**src/sfb_pkg.sv**
```systemverilog
/*
  Package for the special function register bank: offsets, reset values,
  field positions and the bus carrier structs.
  Assumes a 32-bit AXI4-Lite master; register index times four is the byte address.
*/
package sfb_pkg;
  // Register indices (byte address = index * 4)
  localparam logic [7:0] IDX_STACK = 8'h81;
  localparam logic [7:0] IDX_POWER_CONTROL = 8'h87;
  localparam logic [7:0] IDX_TCTRL = 8'h88;
  localparam logic [7:0] IDX_TMODE = 8'h89;
  localparam logic [7:0] IDX_TL0 = 8'h8A;
  localparam logic [7:0] IDX_TL1 = 8'h8B;
  localparam logic [7:0] IDX_TH0 = 8'h8C;
  localparam logic [7:0] IDX_TH1 = 8'h8D;
  localparam logic [7:0] IDX_TAUX = 8'h8F;
  localparam logic [7:0] IDX_TRIM = 8'h96;
  localparam logic [7:0] IDX_SCTRL = 8'h98;
  localparam logic [7:0] IDX_SERIAL_BUFFER_REG = 8'h99;
  localparam logic [7:0] IDX_WDCTL = 8'hA7;
  localparam logic [7:0] IDX_SADR = 8'hA9;
  localparam logic [7:0] IDX_APWR = 8'hB5;
  localparam logic [7:0] IDX_SMSK = 8'hB9;
  localparam logic [7:0] IDX_SEXT = 8'hBA;
  localparam logic [7:0] IDX_WDLD = 8'hC1;
  localparam logic [7:0] IDX_WSV1 = 8'hC2;
  localparam logic [7:0] IDX_WSV2 = 8'hC3;
  localparam logic [7:0] IDX_PRLO = 8'hCA;
  localparam logic [7:0] IDX_PRHI = 8'hCB;
  localparam logic [7:0] IDX_CPSW = 8'hD0;
  localparam logic [7:0] IDX_RTCC = 8'hD1;
  localparam logic [7:0] IDX_RTC_COUNT_HIGH = 8'hD2;
  localparam logic [7:0] IDX_RTC_COUNT_LOW = 8'hD3;
  localparam logic [7:0] IDX_RCAUSE = 8'hDF;
  localparam logic [7:0] IDX_SPIST = 8'hE1;
  localparam logic [7:0] IDX_SPICT = 8'hE2;
  localparam logic [7:0] IDX_SPIDT = 8'hE3;
  localparam logic [7:0] IDX_P0DIS = 8'hF6;
  // Own registers: reset-event control, port configuration status and machine cycle phase
  localparam logic [7:0] IDX_RSTCMD = 8'hFC;
  localparam logic [7:0] IDX_PINCFG = 8'hFD;
  localparam logic [7:0] IDX_MCYC = 8'hFE;
  // Reset values
  localparam logic [7:0] RST_STACK = 8'h07;
  localparam logic [7:0] RST_ZERO = 8'h00;
  localparam logic [7:0] RST_WDLD = 8'hFF;
  localparam logic [7:0] RST_RTCC = 8'h60;
  localparam logic [7:0] RST_SPICT = 8'h04;
  localparam logic [7:0] RST_RCAUSE_POR = 8'h30;
  localparam logic [7:0] RST_WDCTL = 8'hE5;
  localparam logic [7:0] RST_PIN_INPUT = 8'hFF;
  // Implemented-bit masks for partially reserved registers
  localparam logic [7:0] MSK_TAUX = 8'h11;
  localparam logic [7:0] MSK_PRHI = 8'h03;
  localparam logic [7:0] MSK_P0DIS = 8'h3E;
  localparam logic [7:0] MSK_APWR = 8'hBE;
  localparam logic [7:0] MSK_RTCC = 8'hE3;
  localparam logic [7:0] MSK_SPIST = 8'hC0;
  localparam logic [7:0] MSK_WDCTL = 8'hE7;
  localparam logic [7:0] MSK_RCAUSE = 8'h3F;
  // Field positions
  localparam int WD_TOF_BIT = 1;
  localparam int RC_BROWNOUT = 5;
  localparam int RC_POWERON = 4;
  localparam int RC_BREAK = 3;
  localparam int RC_WATCHDOG = 2;
  localparam int RC_SOFTWARE = 1;
  localparam int RC_EXTERNAL = 0;
  localparam int CMD_SW_RESET_BIT = 0;
  // CPU clocks per machine cycle
  localparam int CLK_PER_MCYC = 2;
  // Factory trim default (arbitrary)
  localparam logic [7:0] TRIM_FACTORY_DEF = 8'h20;

  // Reset source kinds from the reset generator
  typedef enum logic [2:0]
  {
    SRC_NONE = 3'h0,
    SRC_POWERON = 3'h1,
    SRC_BROWNOUT = 3'h2,
    SRC_BREAK = 3'h3,
    SRC_WATCHDOG = 3'h4,
    SRC_SOFTWARE = 3'h5,
    SRC_EXTERNAL = 3'h6
  } sfb_src_e;

  typedef struct packed
  {
    logic awvalid;
    logic [31:0] awaddr;
    logic wvalid;
    logic [31:0] wdata;
    logic [3:0] wstrb;
    logic bready;
    logic arvalid;
    logic [31:0] araddr;
    logic rready;
  } sfb_axi_req_s;

  typedef struct packed
  {
    logic awready;
    logic wready;
    logic bvalid;
    logic [1:0] bresp;
    logic arready;
    logic rvalid;
    logic [31:0] rdata;
    logic [1:0] rresp;
  } sfb_axi_rsp_s;
endpackage

```
**src/sfb_bank.sv**
```systemverilog
/*
  Special function register bank with per-source reset initialisation.
  Assumes a reset generator that pulses i_rst_event with the cause of a warm
  reset, and that i_rst_n is the power-on reset alone.
*/
`timescale 1ns/1ns
// Summary of operation
// Power-up reset sets power-on and brownout flags, clears others: cause reads 30.
// Cause register records latest reset source in bits 5..0.
// RTC control, RTC counts, trim, watchdog control initialised by power-on only.
// Trim loads factory value on power-on; other resets leave it.
// Watchdog control reads 1110 01x1 after reset.
// Watchdog timeout flag: 1 after watchdog reset, 0 after power-on, else kept.
// Software writes baud divisors only while baud generator is disabled.
// All port pins input-only after power-up.
// Machine cycle lasts two CPU clocks.
// Timer control at 88H holds overflow, run and external interrupt bits; resets 00.
// Timer aux mode at 8FH implements bits 4 and 0 only; resets 00.
// Prescaler low 8 bits at CAH, high bits 1..0 at CBH; both reset 00.
// Port0 input disable at F6H implements bits 5..1; resets 00.
// Aux power control at B5H has bits 7,5,4,3,2,1; resets 00.
// Trim at 96H: RC select bit7, clock out bit6, trim bits 5..0.
// Serial extended status at BAH holds eight listed bits; resets 00.
// Serial buffer has no defined reset value.
// Status word, serial control, timer control are bit addressable.
// Reserved bits ignore writes and read as zero.
module sfb_bank
  import sfb_pkg::*;
(
  // Clock and power-on reset
  input wire logic i_clk,
  input wire logic i_rst_n,
  // Warm reset events from the reset generator (same clock)
  input wire logic i_rst_event,
  input wire sfb_pkg::sfb_src_e i_rst_src,
  // Factory trim value, sampled after power-on release
  input wire logic [7:0] i_factory_trim,
  // Core bit-addressed access
  input wire logic i_bit_we,
  input wire logic [7:0] i_bit_addr,
  input wire logic i_bit_val,
  // AXI4-Lite slave
  input wire sfb_pkg::sfb_axi_req_s i_axi,
  output sfb_pkg::sfb_axi_rsp_s o_axi,
  // Block outputs
  output logic o_mcyc_strobe,
  output logic [7:0] o_pin_input_only,
  output logic o_sw_reset_req,
  output logic [7:0] o_trim,
  output logic [7:0] o_wd_ctrl
);
  import sfb_pkg::*;

  logic [7:0] regs_r [0:255];
  logic [255:0] warm_r;
  logic aw_held_r, w_held_r, bvalid_r, rvalid_r;
  logic [31:0] awaddr_r, wdata_r, rdata_r;
  logic [3:0] wstrb_r;
  logic bresp_err_r, rresp_err_r;
  logic trim_load_r, mcyc_r;
  logic [7:0] pin_r;
  logic do_wr, ok_wr, ok_rd;
  logic [7:0] widx, ridx, wval;

  // Implemented-bit mask per register; zero for unmapped
  function automatic logic [7:0] imp_mask(input logic [7:0] idx);
    case (idx)
      IDX_STACK, IDX_POWER_CONTROL, IDX_TCTRL, IDX_TMODE, IDX_TL0, IDX_TL1, IDX_TH0, IDX_TH1,
      IDX_TRIM, IDX_SCTRL, IDX_SERIAL_BUFFER_REG, IDX_SADR, IDX_SMSK, IDX_SEXT, IDX_WDLD,
      IDX_WSV1, IDX_WSV2, IDX_PRLO, IDX_CPSW, IDX_RTC_COUNT_HIGH, IDX_RTC_COUNT_LOW, IDX_SPICT,
      IDX_SPIDT, IDX_RSTCMD: imp_mask = 8'hFF;
      IDX_TAUX: imp_mask = MSK_TAUX;
      IDX_PRHI: imp_mask = MSK_PRHI;
      IDX_P0DIS: imp_mask = MSK_P0DIS;
      IDX_APWR: imp_mask = MSK_APWR;
      IDX_RTCC: imp_mask = MSK_RTCC;
      IDX_SPIST: imp_mask = MSK_SPIST;
      IDX_WDCTL: imp_mask = MSK_WDCTL;
      IDX_RCAUSE: imp_mask = MSK_RCAUSE;
      IDX_PINCFG, IDX_MCYC: imp_mask = 8'h00;
      default: imp_mask = 8'h00;
    endcase
  endfunction

  function automatic logic mapped(input logic [7:0] idx);
    mapped = (imp_mask(idx) != 8'h00) || idx == IDX_PINCFG || idx == IDX_MCYC;
  endfunction

  // Registers that the warm-reset reload loop skips; power-on reloads them whole, and each warm reset with a cause rewrites the cause register
  function automatic logic por_only(input logic [7:0] idx);
    por_only = idx == IDX_RTCC || idx == IDX_RTC_COUNT_HIGH || idx == IDX_RTC_COUNT_LOW
      || idx == IDX_TRIM || idx == IDX_WDCTL || idx == IDX_RCAUSE;
  endfunction

  function automatic logic [7:0] rst_val(input logic [7:0] idx);
    case (idx)
      IDX_STACK: rst_val = RST_STACK;
      IDX_WDLD: rst_val = RST_WDLD;
      IDX_SPICT: rst_val = RST_SPICT;
      default: rst_val = RST_ZERO;
    endcase
  endfunction

  // Write address and data are taken independently, in either order
  assign do_wr = aw_held_r && w_held_r && !bvalid_r;
  assign widx = awaddr_r[9:2];
  assign ok_wr = mapped(widx) && awaddr_r[31:10] == 22'h0 && widx != IDX_PINCFG
    && widx != IDX_MCYC && widx != IDX_RCAUSE;
  assign wval = (regs_r[widx] & ~imp_mask(widx)) | (wdata_r[7:0] & imp_mask(widx));
  assign ridx = i_axi.araddr[9:2];
  assign ok_rd = mapped(ridx) && i_axi.araddr[31:10] == 22'h0;

  always_comb
  begin
    o_axi.awready = !aw_held_r;
    o_axi.wready = !w_held_r;
    o_axi.bvalid = bvalid_r;
    o_axi.bresp = bresp_err_r ? 2'h2 : 2'h0;
    o_axi.arready = !rvalid_r;
    o_axi.rvalid = rvalid_r;
    o_axi.rdata = rdata_r;
    o_axi.rresp = rresp_err_r ? 2'h2 : 2'h0;
  end

  // Write channel capture and response
  always_ff @(posedge i_clk or negedge i_rst_n)
  begin
    if (!i_rst_n)
    begin
      aw_held_r <= 1'b0;
      w_held_r <= 1'b0;
      bvalid_r <= 1'b0;
      bresp_err_r <= 1'b0;
      awaddr_r <= 32'h0;
      wdata_r <= 32'h0;
      wstrb_r <= 4'h0;
    end
    else
    begin
      if (i_axi.awvalid && !aw_held_r)
      begin
        aw_held_r <= 1'b1;
        awaddr_r <= i_axi.awaddr;
      end
      if (i_axi.wvalid && !w_held_r)
      begin
        w_held_r <= 1'b1;
        wdata_r <= i_axi.wdata;
        wstrb_r <= i_axi.wstrb;
      end
      if (do_wr)
      begin
        bvalid_r <= 1'b1;
        bresp_err_r <= !ok_wr;
      end
      else if (bvalid_r && i_axi.bready)
      begin
        bvalid_r <= 1'b0;
        aw_held_r <= 1'b0;
        w_held_r <= 1'b0;
      end
    end
  end

  // Read channel: one cycle from address to data, reserved bits read zero
  always_ff @(posedge i_clk or negedge i_rst_n)
  begin
    if (!i_rst_n)
    begin
      rvalid_r <= 1'b0;
      rdata_r <= 32'h0;
      rresp_err_r <= 1'b0;
    end
    else if (i_axi.arvalid && !rvalid_r)
    begin
      rvalid_r <= 1'b1;
      rresp_err_r <= !ok_rd;
      if (ridx == IDX_PINCFG)
        rdata_r <= {24'h0, pin_r};
      else if (ridx == IDX_MCYC)
        rdata_r <= {31'h0, mcyc_r};
      else
        rdata_r <= {24'h0, regs_r[ridx] & imp_mask(ridx)};
    end
    else if (rvalid_r && i_axi.rready)
      rvalid_r <= 1'b0;
  end

  // Which registers each warm reset must reinitialise, fixed by the POR-only list
  always_comb
  begin
    for (int i = 0; i < 256; i++)
      warm_r[i] = !por_only(8'(i));
  end

  // Register array: power-on resets all, warm reset resets non-POR-only ones except the serial buffer
  always_ff @(posedge i_clk or negedge i_rst_n)
  begin
    if (!i_rst_n)
    begin
      for (int i = 0; i < 256; i++)
        regs_r[i] <= RST_ZERO;
      regs_r[IDX_STACK] <= RST_STACK;
      regs_r[IDX_WDLD] <= RST_WDLD;
      regs_r[IDX_SPICT] <= RST_SPICT;
      regs_r[IDX_RTCC] <= RST_RTCC;
      regs_r[IDX_WDCTL] <= RST_WDCTL & ~(8'h1 << WD_TOF_BIT);
      regs_r[IDX_RCAUSE] <= RST_RCAUSE_POR;
      regs_r[IDX_SERIAL_BUFFER_REG] <= RST_ZERO;            // Arbitrary, no defined value
    end
    else if (trim_load_r)
      regs_r[IDX_TRIM] <= i_factory_trim;
    else if (i_rst_event)
    begin
      for (int i = 0; i < 256; i++)
        if (warm_r[i] && i != int'(IDX_SERIAL_BUFFER_REG))  // Buffer keeps its content
          regs_r[i] <= rst_val(8'(i));
      // Watchdog control keeps its bits through warm resets, only the timeout
      // flag follows a watchdog cause; a signalled power-on reloads the POR-only set
      if (i_rst_src == SRC_POWERON)
      begin
        regs_r[IDX_WDCTL] <= RST_WDCTL & ~(8'h1 << WD_TOF_BIT);
        regs_r[IDX_TRIM] <= i_factory_trim;
        regs_r[IDX_RTCC] <= RST_RTCC;
        regs_r[IDX_RTC_COUNT_HIGH] <= RST_ZERO;
        regs_r[IDX_RTC_COUNT_LOW] <= RST_ZERO;
      end
      else if (i_rst_src == SRC_WATCHDOG)
        regs_r[IDX_WDCTL] <= regs_r[IDX_WDCTL] | (8'h1 << WD_TOF_BIT);
      case (i_rst_src)
        SRC_POWERON: regs_r[IDX_RCAUSE] <= RST_RCAUSE_POR;
        SRC_BROWNOUT: regs_r[IDX_RCAUSE] <= 8'(1 << RC_BROWNOUT);
        SRC_BREAK: regs_r[IDX_RCAUSE] <= 8'(1 << RC_BREAK);
        SRC_WATCHDOG: regs_r[IDX_RCAUSE] <= 8'(1 << RC_WATCHDOG);
        SRC_SOFTWARE: regs_r[IDX_RCAUSE] <= 8'(1 << RC_SOFTWARE);
        SRC_EXTERNAL: regs_r[IDX_RCAUSE] <= 8'(1 << RC_EXTERNAL);
        default: regs_r[IDX_RCAUSE] <= regs_r[IDX_RCAUSE];
      endcase
    end
    else if (do_wr && ok_wr && wstrb_r[0])
      regs_r[widx] <= wval;
    else if (i_bit_we && i_bit_addr[7] && (i_bit_addr[7:3] == 5'b10001
      || i_bit_addr[7:3] == 5'b10011 || i_bit_addr[7:3] == 5'b11010))
      // Bit address = register base + bit position
      regs_r[{i_bit_addr[7:3], 3'b000}][i_bit_addr[2:0]] <= i_bit_val;
  end

  // Factory trim is caught one clock after power-on release, and later only on a signalled power-on
  always_ff @(posedge i_clk or negedge i_rst_n)
  begin
    if (!i_rst_n)
      trim_load_r <= 1'b1;
    else
      trim_load_r <= 1'b0;
  end

  // Port pins stay input-only from power-up; a warm reset does not change them
  always_ff @(posedge i_clk or negedge i_rst_n)
  begin
    if (!i_rst_n)
      pin_r <= RST_PIN_INPUT;
    else
      pin_r <= pin_r;
  end

  // Machine cycle phase: toggles every clock, two clocks per cycle
  always_ff @(posedge i_clk or negedge i_rst_n)
  begin
    if (!i_rst_n)
      mcyc_r <= 1'b0;
    else
      mcyc_r <= 1'(int'(mcyc_r) + 1 < CLK_PER_MCYC ? 1 : 0);
  end

  // Software reset request: a pulse when the command bit is written
  always_ff @(posedge i_clk or negedge i_rst_n)
  begin
    if (!i_rst_n)
      o_sw_reset_req <= 1'b0;
    else
      o_sw_reset_req <= do_wr && ok_wr && widx == IDX_RSTCMD && wdata_r[CMD_SW_RESET_BIT];
  end

  assign o_mcyc_strobe = mcyc_r;
  assign o_pin_input_only = pin_r;
  assign o_trim = regs_r[IDX_TRIM];
  assign o_wd_ctrl = regs_r[IDX_WDCTL] & MSK_WDCTL;

  // The baud divisors live in the serial block; software keeps them
  // untouched while that generator runs.
  // Timer control and serial extended status layouts follow the register map bit order.
endmodule

```
**config.mk**
```make
export PLATFORM = sky130hd
export DESIGN_NAME = sfb_bank
export DESIGN_NICKNAME = d
export VERILOG_FILES = /design/src/sfb_pkg.sv /design/src/sfb_bank.sv
export SDC_FILE = /design/constraint.sdc
export NUM_CORES = 2
export LEC_CHECK = 0
export BUFFER_PORTS_ARGS = -buffer_cell sky130_fd_sc_hd__buf_2
export CORE_ASPECT_RATIO = 0.9
export CORE_MARGIN = 1
export CORE_UTILIZATION = 45
export DETAILED_ROUTE_END_ITERATION = 10
export GPL_ROUTABILITY_DRIVEN = 0
export PLACE_DENSITY = 0.62
export SLEW_MARGIN = 20
export SYNTH_ARGS = -nofsm -noshare
export SYNTH_HDL_FRONTEND = slang
export SYNTH_SLANG_ARGS = --single-unit
```
**constraint.sdc**
```tcl
create_clock -name i_clk -period 9.2 [get_ports i_clk]
set_input_delay 1.84 -clock i_clk [delete_from_list [all_inputs] [get_ports i_clk]]
set_output_delay 1.84 -clock i_clk [all_outputs]
set_load 0.02 [all_outputs]
```
==> qor.yml <==
yosys-top-cells-count: "2082 x dfrtp_1, 1800 x and2_1, 721 x mux4_2"
worstSetupStartpointType: "flop"
finalSetupTns_ns: 0
yosysMostFrequentCell: "dfrtp_1"
arrival_ns: 7.29
grt_max_degree: 347
cts-buffers-inserted: 207
syn_area_per_cell_um2: 13.7
status: "complete, no violations"
synthArstFlopShare_pct: 100
hold_viol: 0
tightest_slew_ns: 1.26
synth_edf_count: 0
min_period_ns: 6.57
slew_viol_final: 0
yosysWarnings: 0
initial_core_util_pct: 45.5
netlist.area_leader.share_pct: 52.7
post-route-period-util_pct: 71.4
die_height_um: 447
setup-violations-final: 0
track_usage_pct: 25.9
grt_overflow: 0
synth_area_leaders: "dfrtp_1 53%, mux4_2 16%, and2_1 11%"
pre_cts_ws_ns: 2.84
path_clk_slew_ns: 0.06
dieArea_um2: 222000
wl_per_cell_um: 27.8
numPortBuffers: 128
final_nets: 7250
grt_pass1_wl_um: 425000
std_cell_rows: 162
cts_tree: "yes"
yosysTopAreaCell: "dfrtp_1"
worst_slack_ns: 2.63
slew_headroom_pct: 13.9
clock_sinks: 2104
drtIter0Drc: 7461
drive_above_1_share_pct: 21.3
ant_nets: 0
path_class: "reg -> reg"
rsz0062_at_grt: "no"
pin_count: 196
synth_seq_area_share_pct: 53.3
yosys_most_used_dff: "dfrtp_1"
required_ns: 9.92
fmax_ghz: 0.152
root_buffer: "clkbuf_16"
totalWireLength_um: 283000
num_vias: 61700
fillers: 18300
clk-insertion-delay-late_ns: 0.84
synth_seq_cells: 2104
synthToLayoutAreaGrowth_pct: 9.77
endpoint_kind: "flop"
antenna_found_initial: 19
avgViaCountPerCell: 6.07
synth_cells: 7206
power_density_nw_per_um2: 242
cp_max_fo: 24
die_x_um: 496
drtPass1Iterations: 9
yosysUniqueCellTypes: 121
dpl.hpwl_um: 182000
htreeDepth: 4
drv_cap: 0
hold_class: "reg -> reg"
cts_buffer_depth: 3
drc: 0
fin_worst_skew_ns: 0.0354
grt_pass1_vias: 62000
core_um2: 217000
vdd_drop_max_v: 0.000208
cts_setup_buffers: 0
synth_area_um2: 98900
post_cts_resized: 0
hold_buffers: 0
p_leak_nw: 49.6
holdWs_ns: 0.470
per-stage QoR:
step / power [mW] / std cells / util [%] / area, um2
finish: 26.2 / 10200 / 49.9 / 109000
global route: 27.0 / 10200 / 49.9 / 109000
CTS: 26.3 / 10200 / 49.8 / 108000
detailed placement: 17.2 / 9778 / 46.5 / 101000
global placement: 17.1 / 9776 / 46.5 / 101000
floorplan: 14.5 / 7241 / - / 99000
sequential cells by signal, summed over array words and instances (netlist names):
| register | flops |
|---|---|
| aw_held_r | 1 |
| awaddr_r | 30 |
| bresp_err_r | 1 |
| bvalid_r | 1 |
| o_mcyc_strobe | 1 |
| o_sw_reset_req | 1 |
| o_trim | 8 |
| o_wd_ctrl | 6 |
| rdata_r | 8 |
| regs_r | 2034 |
| rresp_err_r | 1 |
| rvalid_r | 1 |
| trim_load_r | 1 |
| w_held_r | 1 |
| wdata_r | 8 |
| wstrb_r | 1 |
cells by family after synthesis:
| logic type | count (synthesis) | share of synthesized area [%] |
|---|---|---|
| AND/OR/NAND/NOR | 2579 | 15.4 |
| other | 2 | 0.00760 |
| AO/OA/AOI/OAI | 762 | 5.19 |
| multiplexers | 1118 | 22.2 |
| buffers and inverters | 639 | 3.95 |
| XOR/XNOR | 2 | 0.0177 |
| flip-flops | 2104 | 53.3 |
critical path, cell delays in order (launching register included):
cell and delay [ns]:
dfrtp_2 0.88, buf_4 0.34, nand4bb_1 0.47, buf_4 0.34, o32ai_1 0.15, nor4_4 0.38, nand4_4 0.25, nor4_1 1.03
nand4b_1 0.40, o21ai_2 0.78, nand3_2 0.88, o21ai_0 0.48
cell type report:
| cell class | instances | area (um2) | share of cell area [%] |
|---|---|---|---|
| well taps | 2870 | 3590 | 3.31 |
| clock buffers | 308 | 6200 | 5.71 |
| flip-flops and latches | 2104 | 52700 | 48.6 |
| inverters | 17 | 68.8 | 0.0634 |
| clock inverters | 78 | 1100 | 1.02 |
| repair buffers | 293 | 2360 | 2.18 |
| multi-input cells | 4498 | 42500 | 39.2 |
| diodes | 4 | 10.0 | 0.00922 |
where the power goes:
part | internal, mW | switching (mW) | total, mW
logic | 2.22 | 4.96 | 7.18
registers | 9.48 | 0.522 | 10.0
clock network | 5.31 | 3.75 | 9.05
routing by layer:
metal | GRT usage (%) | vias up | part of all wire, %
li1 | - | 25700 | -
met1 | 37.5 | 32600 | 43
met2 | 36.8 | 2687 | 43
met3 | 7.18 | 651 | 9.5
met4 | 9.94 | 12 | 4.4
met5 | 0 | - | 0.025
final timing paths:
check | from | end | slack, ns | depth (start not counted)
hold / removal | o_mcyc_strobe$_DFF_PN0_ | o_mcyc_strobe$_DFF_PN0_ | 0.47 | 1
min in group asynchronous | i_rst_n | regs_r[1593]$_DFFE_PN0P_ | 1.05 | 1
setup / recovery | awaddr_r[6]$_DFFE_PN0P_ | regs_r[231]$_DFFE_PN0P_ | 2.63 | 11
max in group asynchronous | i_rst_n | regs_r[787]$_DFFE_PN0P_ | 5.92 | 3
hold reg to reg | o_mcyc_strobe$_DFF_PN0_ | o_mcyc_strobe$_DFF_PN0_ | 0.47 | 1
setup reg to reg | awaddr_r[6]$_DFFE_PN0P_ | regs_r[231]$_DFFE_PN0P_ | 2.63 | 11
cell usage in the layout, fill, tap and decap left out, drive strengths merged, types with 24 or more instances in the layout:
| cell type | Yosys | layout |
|---|---|---|
| a211oi | 30 | 30 |
| a21oi | 117 | 117 |
| a22oi | 102 | 102 |
| a31oi | 24 | 24 |
| and2 | 1803 | 1803 |
| buf | 280 | 293 |
| clkbuf | 342 | 308 |
| clkinv | 0 | 44 |
| conb | 2 | 37 |
| dfrtp | 2082 | 2082 |
| mux2 | 49 | 49 |
| mux2i | 247 | 247 |
| mux4 | 822 | 822 |
| nand2 | 306 | 306 |
| nand3 | 67 | 67 |
| nor2 | 137 | 137 |
| nor2b | 43 | 43 |
| nor3 | 49 | 49 |
| nor4 | 29 | 29 |
| o21ai | 256 | 256 |
| o22ai | 44 | 44 |
| o2bb2ai | 24 | 24 |
Note: power is estimated with default switching activity, not from simulation.
